[src/logic/drv_pkg.sv]
// Shared constants and types for the driver status and channel config bank
`default_nettype none
package drv_pkg;

    // Register addresses on the serial link
    localparam logic [3:0] STATUS_ADDR = 4'h0;
    localparam logic [3:0] CFG_FIRST_ADDR = 4'h1;
    localparam logic [3:0] CFG_LAST_ADDR = 4'h8;

    // Serial frame: one command byte, then one data word, MSB first
    localparam int CMD_BITS = 8;
    localparam int DATA_BITS = 32;
    localparam logic [5:0] FRAME_BITS = 6'h28;
    localparam logic [5:0] CMD_DONE_COUNT = 6'h08;
    localparam int CMD_WRITE_BIT = 7;
    localparam int CMD_ADDR_MSB = 3;

    // Status word field positions
    localparam int ACT_LSB = 24;
    localparam int MASK_LSB = 17;
    localparam int FREQ_BIT = 16;
    localparam int PAIR_MODE_LSB = 8;
    localparam int FLAG_LSB = 1;
    localparam int ACTIVE_BIT = 0;

    // Index inside the seven-bit flag and mask fields
    localparam int FLAG_THERMAL = 6;
    localparam int FLAG_OVERCURRENT = 5;
    localparam int FLAG_OPEN_LOAD = 4;
    localparam int FLAG_HIT_MISSED = 3;
    localparam int FLAG_PLUNGER = 2;
    localparam int FLAG_SERIAL = 1;
    localparam int FLAG_UNDERVOLTAGE = 0;

    // Config word: top bit and hold level, drive type bit
    localparam int CFG_TOP_BIT = 31;
    localparam int CFG_HOLD_LSB = 24;
    localparam int CFG_VOLTAGE_DRIVE_BIT = 7;

    // Reset values
    localparam logic [31:0] STATUS_RESET = 32'h0000_0000;
    localparam logic [31:0] CFG_RESET = 32'h0000_0000;

    typedef enum logic [1:0] {
        PAIR_INDEPENDENT = 2'b00,
        PAIR_PARALLEL = 2'b01,
        PAIR_HBRIDGE = 2'b10,
        PAIR_RESERVED = 2'b11
    } pair_mode_t;

    typedef enum logic [1:0] {
        BRIDGE_HIZ = 2'b00,
        BRIDGE_FWD = 2'b01,
        BRIDGE_REV = 2'b10,
        BRIDGE_BRAKE = 2'b11
    } bridge_t;

    typedef struct packed {
        logic [7:0] act;
        logic [6:0] mask;
        logic freq;
        logic [3:0][1:0] pair_mode;
        logic [6:0] flags;
        logic active;
    } status_t;

    typedef struct packed {
        logic sclk;
        logic cs_n;
        logic mosi;
    } spi_pins_t;

    typedef struct packed {
        logic thermal;
        logic [7:0] overcurrent;
        logic [7:0] open_load;
        logic [7:0] hit_missed;
        logic [7:0] plunger;
        logic undervoltage;
    } fault_in_t;

    typedef struct packed {
        logic chip_on;
        logic [7:0] on;
        logic [3:0][1:0] bridge;
        logic [7:0][7:0] cfg_top;
    } drive_t;

endpackage
`default_nettype wire

[src/logic/pin_sync.sv]
// Two-stage synchroniser for a group of asynchronous inputs
`timescale 1ns/1ps
`default_nettype none
module pin_sync #(
    parameter int W = 1
) (
    // Clock and reset
    input wire logic clock,
    input wire logic rst,
    // Data
    input wire logic [W-1:0] async_in,
    output logic [W-1:0] sync_out
);
    typedef struct packed {
        logic [W-1:0] first;
        logic [W-1:0] second;
    } sync_state_t;

    sync_state_t q;
    sync_state_t d;

    initial
    begin
        if (W < 1)
            $error("pin_sync: W must be at least 1");
    end

    always_comb
    begin
        d.first = async_in;
        d.second = q.first;
    end

    always_ff @(posedge clock)
    begin
        if (rst)
            q <= '0;
        else
            q <= d;
    end

    assign sync_out = q.second;
endmodule
`default_nettype wire

[src/logic/spi_frame.sv]
// Serial frame shifter: command byte, data word, reply on miso
`timescale 1ns/1ps
`default_nettype none
module spi_frame
    import drv_pkg::*;
(
    // Clock and reset
    input wire logic clock,
    input wire logic rst,
    // Synchronised pin events
    input wire logic cs_act,
    input wire logic sclk_rise,
    input wire logic sclk_fall,
    input wire logic mosi,
    // Reply word for the addressed register
    input wire logic [31:0] rd_data,
    // Frame contents
    output logic [7:0] cmd,
    output logic [31:0] data,
    output logic [5:0] count,
    output logic miso
);
    typedef struct packed {
        logic [7:0] cmd;
        logic [31:0] data;
        logic [31:0] tx;
        logic [5:0] count;
        logic miso;
    } frame_state_t;

    frame_state_t q;
    frame_state_t d;

    always_comb
    begin
        d = q;
        if (!cs_act)
        begin
            d.count = '0;
            d.miso = 1'b0;
        end
        else
        begin
            if (sclk_rise)
            begin
                if (q.count < CMD_DONE_COUNT)
                    d.cmd = {q.cmd[6:0], mosi};
                else
                    d.data = {q.data[30:0], mosi};
                // Count saturates so overlong frames stay detectable
                if (q.count != 6'h3F)
                    d.count = q.count + 6'h01;
            end
            if (sclk_fall)
            begin
                // Reply is latched once the command byte is complete
                if (q.count == CMD_DONE_COUNT)
                begin
                    d.tx = {rd_data[30:0], 1'b0};
                    d.miso = rd_data[31];
                end
                else if (q.count > CMD_DONE_COUNT)
                begin
                    d.tx = {q.tx[30:0], 1'b0};
                    d.miso = q.tx[31];
                end
            end
        end
    end

    always_ff @(posedge clock)
    begin
        if (rst)
            q <= '0;
        else
            q <= d;
    end

    assign cmd = q.cmd;
    assign data = q.data;
    assign count = q.count;
    assign miso = q.miso;
endmodule
`default_nettype wire

[src/logic/driver_status_and_channel_config.sv]
// Status/control word, eight channel config words and their serial access
`timescale 1ns/1ps
`default_nettype none
module driver_status_and_channel_config
    import drv_pkg::*;
(
    // Clock and reset
    input wire logic clock,
    input wire logic rst,
    // Serial pins
    input wire drv_pkg::spi_pins_t spi_pins,
    output logic spi_miso,
    output logic spi_miso_oe,
    // Fault event inputs from the power stage
    input wire drv_pkg::fault_in_t fault_in,
    // Open-drain fault pin, driven low while oe is high
    output logic fault_pin_o,
    output logic fault_pin_oe,
    // Channel drive commands
    output drv_pkg::drive_t drive
);
    import drv_pkg::*;

    localparam int SYNC_W = $bits(spi_pins_t) + $bits(fault_in_t);
    // Select is flipped through the synchroniser so reset reads idle
    localparam spi_pins_t CS_IDLE_FLIP = '{sclk: 1'b0, cs_n: 1'b1,
        mosi: 1'b0};

    typedef struct packed {
        status_t status;
        logic [7:0][31:0] cfg;
        logic sclk_prev;
        logic cs_act_prev;
        logic miso_oe;
        logic fault_oe;
        drive_t drive;
    } top_state_t;

    top_state_t q;
    top_state_t d;

    spi_pins_t pins_s;
    spi_pins_t pins_flip_s;
    fault_in_t faults_s;
    logic [7:0] frame_cmd;
    logic [31:0] frame_data;
    logic [5:0] frame_count;
    logic frame_miso;
    logic [31:0] rd_data;
    logic [3:0] frame_addr;
    logic cs_act;
    logic sclk_rise;
    logic sclk_fall;
    logic frame_end;

    pin_sync #(
        .W(SYNC_W)
    ) u_sync (
        .clock(clock),
        .rst(rst),
        .async_in({spi_pins ^ CS_IDLE_FLIP, fault_in}),
        .sync_out({pins_flip_s, faults_s})
    );

    assign pins_s = pins_flip_s ^ CS_IDLE_FLIP;
    assign cs_act = !pins_s.cs_n;
    assign sclk_rise = pins_s.sclk && !q.sclk_prev;
    assign sclk_fall = !pins_s.sclk && q.sclk_prev;
    assign frame_end = q.cs_act_prev && !cs_act;
    assign frame_addr = frame_cmd[CMD_ADDR_MSB:0];

    spi_frame u_frame (
        .clock(clock),
        .rst(rst),
        .cs_act(cs_act),
        .sclk_rise(sclk_rise),
        .sclk_fall(sclk_fall),
        .mosi(pins_s.mosi),
        .rd_data(rd_data),
        .cmd(frame_cmd),
        .data(frame_data),
        .count(frame_count),
        .miso(frame_miso)
    );

    // Read mux; unmapped addresses reply zero
    always_comb
    begin
        rd_data = '0;
        if (frame_addr == STATUS_ADDR)
            rd_data = q.status;
        else if (frame_addr >= CFG_FIRST_ADDR && frame_addr <= CFG_LAST_ADDR)
            rd_data = q.cfg[3'(frame_addr - CFG_FIRST_ADDR)];
    end

    // Status write: flags stay read-only, pair modes may be locked
    function automatic status_t write_status(status_t old, logic [31:0] wr);
        status_t w;
        status_t res;
        w = wr;
        res = old;
        res.act = w.act;
        res.mask = w.mask;
        res.freq = w.freq;
        res.active = w.active;
        // pair locked while either channel is on
        for (int p = 0; p < 4; p++)
        begin
            if (!old.act[2*p] && !old.act[2*p+1]
                && w.pair_mode[p] != PAIR_RESERVED)
                res.pair_mode[p] = w.pair_mode[p];
        end
        return res;
    endfunction

    always_comb
    begin
        logic wr_frame;
        logic good_len;
        logic mapped;
        logic [5:0] sticky_set;
        logic [5:0] sticky_clr;
        logic [7:0] hit_cdr;
        wr_frame = 1'b0;
        good_len = 1'b0;
        mapped = 1'b0;
        sticky_set = '0;
        sticky_clr = '0;
        hit_cdr = '0;
        d = q;
        d.sclk_prev = pins_s.sclk;
        d.cs_act_prev = cs_act;
        d.miso_oe = cs_act;

        wr_frame = frame_cmd[CMD_WRITE_BIT];
        good_len = frame_count == FRAME_BITS;
        mapped = frame_addr <= CFG_LAST_ADDR;

        if (frame_end && wr_frame && good_len && mapped)
        begin
            if (frame_addr == STATUS_ADDR)
                d.status = write_status(q.status, frame_data);
            else
                d.cfg[3'(frame_addr - CFG_FIRST_ADDR)] = frame_data;
        end

        // Flags other than thermal clear on a complete read of the status word
        if (frame_end && !wr_frame && good_len && frame_addr == STATUS_ADDR)
            sticky_clr = '1;

        for (int c = 0; c < 8; c++)
            hit_cdr[c] = faults_s.hit_missed[c]
                && !q.cfg[c][CFG_VOLTAGE_DRIVE_BIT];

        sticky_set[FLAG_OVERCURRENT] = |faults_s.overcurrent;
        sticky_set[FLAG_OPEN_LOAD] = |faults_s.open_load;
        sticky_set[FLAG_HIT_MISSED] = |hit_cdr;
        sticky_set[FLAG_PLUNGER] = |faults_s.plunger;
        sticky_set[FLAG_SERIAL] = frame_end && wr_frame
            && !(good_len && mapped);
        sticky_set[FLAG_UNDERVOLTAGE] = faults_s.undervoltage;

        // Set wins over a clear in the same cycle
        d.status.flags[5:0] = sticky_set
            | (q.status.flags[5:0] & ~sticky_clr);
        d.status.flags[FLAG_THERMAL] = faults_s.thermal;

        // unmasked flags pull the pin low
        d.fault_oe = |(q.status.flags & ~q.status.mask);

        // chip off when active bit clear
        d.drive.chip_on = q.status.active;
        for (int p = 0; p < 4; p++)
        begin
            d.drive.on[2*p] = q.status.act[2*p];
            d.drive.on[2*p+1] = q.status.act[2*p+1];
            d.drive.bridge[p] = BRIDGE_HIZ;
            d.drive.cfg_top[2*p] = q.cfg[2*p][CFG_TOP_BIT:CFG_HOLD_LSB];
            d.drive.cfg_top[2*p+1] = q.cfg[2*p+1][CFG_TOP_BIT:CFG_HOLD_LSB];
            case (pair_mode_t'(q.status.pair_mode[p]))
                PAIR_PARALLEL:
                begin
                    d.drive.on[2*p+1] = q.status.act[2*p];
                    d.drive.cfg_top[2*p+1] =
                        q.cfg[2*p][CFG_TOP_BIT:CFG_HOLD_LSB];
                end
                PAIR_HBRIDGE:
                begin
                    d.drive.bridge[p] = {q.status.act[2*p+1],
                        q.status.act[2*p]};
                    d.drive.cfg_top[2*p+1] =
                        q.cfg[2*p][CFG_TOP_BIT:CFG_HOLD_LSB];
                end
                default:
                begin
                end
            endcase
        end
        if (!q.status.active)
        begin
            d.drive.on = '0;
            d.drive.bridge = '0;
        end
    end

    always_ff @(posedge clock)
    begin
        if (rst)
        begin
            q <= '0;
            q.status <= STATUS_RESET;
            q.cfg <= {8{CFG_RESET}};
        end
        else
            q <= d;
    end

    assign spi_miso = frame_miso;
    assign spi_miso_oe = q.miso_oe;
    // Open drain: level low whenever enabled
    assign fault_pin_o = 1'b0;
    assign fault_pin_oe = q.fault_oe;
    assign drive = q.drive;
endmodule
`default_nettype wire

[config.mk]
export PLATFORM = sky130hd
export DESIGN_NAME = driver_status_and_channel_config
export DESIGN_NICKNAME = d
export VERILOG_FILES = /design/src/logic/drv_pkg.sv /design/src/logic/pin_sync.sv /design/src/logic/spi_frame.sv /design/src/logic/driver_status_and_channel_config.sv
export SDC_FILE = /design/constraint.sdc
export NUM_CORES = 1
export LEC_CHECK = 0
export BUFFER_PORTS_ARGS = -buffer_cell sky130_fd_sc_hd__buf_2
export CORE_MARGIN = 3
export CORE_UTILIZATION = 55
export DETAILED_ROUTE_END_ITERATION = 16
export PLACE_DENSITY = 0.85
export SLEW_MARGIN = 10
export SYNTH_ARGS = -nofsm -noshare
export SYNTH_HDL_FRONTEND = slang
export SYNTH_HIERARCHICAL = 1
export SYNTH_SLANG_ARGS = --single-unit
[constraint.sdc]
create_clock -name clock -period 3.6 [get_ports clock]
set_input_delay 0.72 -clock clock [delete_from_list [all_inputs] [get_ports clock]]
set_output_delay 0.72 -clock clock [all_outputs]
set_load 0.01 [all_outputs]
==> impl_summary.txt <==
----------------------------------------------------
[Floorplanning]
  DIE WIDTH ... 205.7 um
  Overall die area ... 42290 um^2
  Initial Utilization ... 0.5620
  Total core area ... 39010 um^2
  Cell row count ... 72
  Die span in y ... 205.7 um
  I/O pin count ... 124

[Finish]
  Final standard cell utilization of the core ... 0.6033
  Post-synthesis to final-layout area growth ... 7.351%
  Finished Cell Area ... 23540 um^2
  Non-filler cells, final ... 3092
  Filler cell count in the final layout ... 3198
  Count of nets after finishing ... 2584
  Fraction of final layout cells sized beyond drive strength 1 ... 0.1224
  Antenna Diode Count ... 0

[Timing]
  Fmax ... 333.2 MHz
  RSZ-0062 raised after global routing ... false
  Share of the clock period used by the worst path ... 0.8336
  Number of hold violations in the final report ... 0
  Maximum clock skew at final layout ... 0.01640 ns
  Worst slew pin tran ... 1.159 ns
  Worst rel slew slack ... 0.2262
  Final critical path time including I/O delays and setup ... 3.001 ns
  Total negative slack for setup checks ... 0 ns
  Fin. max-slew vios ... 0
  Setup violators final ... 0

[Power]
  Logic gate share of total power ... 0.016
  Worst voltage drop across the vdd grid ... 0.5532 mV
  LEAKAGE ... 0.008669 uW
  Proportion of power drawn by flip-flops and latches ... 0.490
  PnR Total Power ... 11960 uW
  Cell-internal power ... 9509 uW
  Reported net switching power ... 2447 uW
  Clock share of power ... 0.493
  Net Sw Frac ... 0.2047
  Pwr Density ... 508.0 nW/um^2

[Placed design]
  Number of placed instances, taps included ... 2998
  Final HPWL from detailed placement ... 45300 um
  Total of buffers placed on input and output ports ... 122
  GPL Wtd Cong ... 1.023
  Placed cell areas ... 21670 um^2

[Critical path]
  Kind of start point of the critical path ... register
  Number of cell instances on the worst register-to-register path ... 10
  R2R Path End ... u_frame/q[37]
  Setup slack of the worst register-to-register path ... 0.60 ns
  CP Data Required Time ... 4.10 ns
  Termination of the worst setup path ... u_frame/q[37]
  Class of the most critical setup path ... register to register
  Worst path arrival time ... 3.50 ns
  Worst setup path startpoint ... u_frame/cmd[0]
  Type of destination of the critical path ... register
  R2R Path Start ... u_frame/cmd[0]
  Largest driver fanout on the critical path ... 38

[Clock tree]
  Post-cts hold buffer count ... 0
  Count of clock tree sinks ... 524
  Clock root cell ... sky130_fd_sc_hd__clkbuf_16
  Post_cts resized ... 0
  Clock edge transition at the registers on the reported setup and hold paths ... 0.06 ns
  Clock latency at the later pin of the worst-skew pair ... 0.60 ns
  Post-CTS Setup Bufs ... 0
  Max H-tree Level ... 2
  TritonCTS clock tree ... yes
  CTS buffer count ... 52
  Number of buffers between clock root and the deepest sink ... 3

[Global routing]
  Initial antenna violation count ... 0
  Total global routing overflow ... 0
  Maximum number of pins on one net before global-route repair ... 135
  All-layer global routing usage ... 0.3185
  Global-route wire length before repair ... 104200 um
  Number of global-route vias before repair ... 18150

[Synthesis]
  Total of warnings raised by yosys ... 6
  Mean Syn Cell Area ... 8.320 um^2
  Area of the mapped netlist ... 21920 um^2
  Gate count after technology mapping ... 2635
  Post-synth net total ... 2685

[Route]
  First-pass iteration count of the detailed router ... 9
  Routed via count divided by cell count ... 6.119
  Count of nets left with antenna violations after detail routing ... 0
  Average detailed-routed wire length per instance ... 22.40 um
  Starting DRC count in detailed routing ... 2515
  DRT Wirelength ... 69260 um
  Vias ... 18920
  Residual DRC ... 0

[Run status]
  Result of the run ... finished, final reports clean

[Flow run]
  Count of maximum capacitance violations ... 0

[Worst hold path]
  Hold_sp ... fault_in[22]
  Class of the tightest hold or removal check ... input port to register

----------------------------------------------------
## worst min path at each step
| stage | end | slack [ns] | cells past startpoint |
|---|---|---|---|
| after floorplan | q[342] | 0.41 | 2 |
| after global routing | u_sync/d[7] | 0.33 | 2 |
| after global placement | u_sync/sync_out[14] | 0.42 | 1 |
| after detailed placement | u_sync/sync_out[27] | 0.42 | 1 |
| after CTS | u_sync/d[18] | 0.31 | 2 |
| final | u_sync/d[22] | 0.33 | 2 |
## metrics by stage
stage	hold WS [ns]	worst slack, ns
finish	0.3320	0.5989
detailed placement	0.4226	0.7686
CTS	0.3099	0.7090
global route	0.3263	0.4909
floorplan	0.4130	0.5107
global placement	0.4186	0.7526
## final cells by class
type | count | area [um^2] | share of cell area
clock inverter | 23 | 385.4 | 0.01637
clock buffer | 71 | 1484 | 0.06305
sequential | 524 | 10490 | 0.4458
multi-input combinational | 1736 | 9219 | 0.3917
timing repair buffer | 187 | 1184 | 0.05029
inverter | 33 | 123.9 | 0.005263
tap | 518 | 648.1 | 0.02754
## routing by layer
metal	up-vias	wire length, um	global-route usage
met4	0	5080	0.2289
met3	292	6966	0.06376
met1	8929	25830	0.3868
li1	8529	-	-
met5	-	0	0
met2	1171	31390	0.5041
## power by group through the flow
stage	Combinational, uW	Sequential (uW)	Clock, uW
3_3_place_gp	186	5990	0
4_1_cts	192	5860	5930
6_report	194	5860	5900
3_5_place_dp	191	5990	0
5_1_grt	211	5860	6160
2_1_floorplan	139	5980	0
## cells in the final DEF, fill, tap and decap left out, types with 4 or more instances in the layout
master / count
sky130_fd_sc_hd__mux2_2: 12
sky130_fd_sc_hd__a21oi_1: 309
sky130_fd_sc_hd__buf_2: 121
sky130_fd_sc_hd__and2_1: 6
sky130_fd_sc_hd__o21ai_1: 29
sky130_fd_sc_hd__and3_1: 21
sky130_fd_sc_hd__clkinv_2: 7
sky130_fd_sc_hd__clkbuf_8: 9
sky130_fd_sc_hd__nor2_1: 110
sky130_fd_sc_hd__nor4_1: 15
sky130_fd_sc_hd__mux2i_1: 62
sky130_fd_sc_hd__dfxtp_1: 523
sky130_fd_sc_hd__buf_12: 6
sky130_fd_sc_hd__inv_1: 32
sky130_fd_sc_hd__nor4_4: 4
sky130_fd_sc_hd__o22ai_1: 34
sky130_fd_sc_hd__a311oi_1: 30
sky130_fd_sc_hd__buf_4: 59
sky130_fd_sc_hd__o22a_1: 9
sky130_fd_sc_hd__nand3_1: 30
sky130_fd_sc_hd__a21oi_2: 5
sky130_fd_sc_hd__nand4_1: 37
sky130_fd_sc_hd__clkbuf_1: 9
sky130_fd_sc_hd__a31oi_1: 30
sky130_fd_sc_hd__nor3_1: 26
sky130_fd_sc_hd__ha_1: 10
sky130_fd_sc_hd__bufinv_16: 10
sky130_fd_sc_hd__a32o_1: 12
sky130_fd_sc_hd__clkbuf_16: 53
sky130_fd_sc_hd__o221ai_1: 12
sky130_fd_sc_hd__o21ai_0: 57
sky130_fd_sc_hd__a21o_1: 17
sky130_fd_sc_hd__nand2_1: 671
sky130_fd_sc_hd__nor2b_1: 116
sky130_fd_sc_hd__nand2b_1: 18
## sequential cells by signal, summed over array words and instances, names as in the netlist
register and cells:
d 33, drive 81, fault_pin_oe 1, q 256, spi_miso_oe 1, u_frame/cmd 8, u_frame/count 6, u_frame/data 32
u_frame/miso 1, u_frame/q 31, u_sync/d 37, u_sync/sync_out 37
## worst max-delay path: stages (launching register included)
cell,delay [ns]
sky130_fd_sc_hd__dfxtp_2,0.33
sky130_fd_sc_hd__clkinv_1,0.08
sky130_fd_sc_hd__ha_2,0.27
sky130_fd_sc_hd__xor2_4,0.23
sky130_fd_sc_hd__buf_4,0.46
sky130_fd_sc_hd__nand2_1,0.09
sky130_fd_sc_hd__and3_1,0.17
sky130_fd_sc_hd__o21ai_0,0.61
sky130_fd_sc_hd__a32o_1,0.28
sky130_fd_sc_hd__nand4_1,0.08
sky130_fd_sc_hd__a311oi_1,0.28
Power figures use the tool's default switching activity.
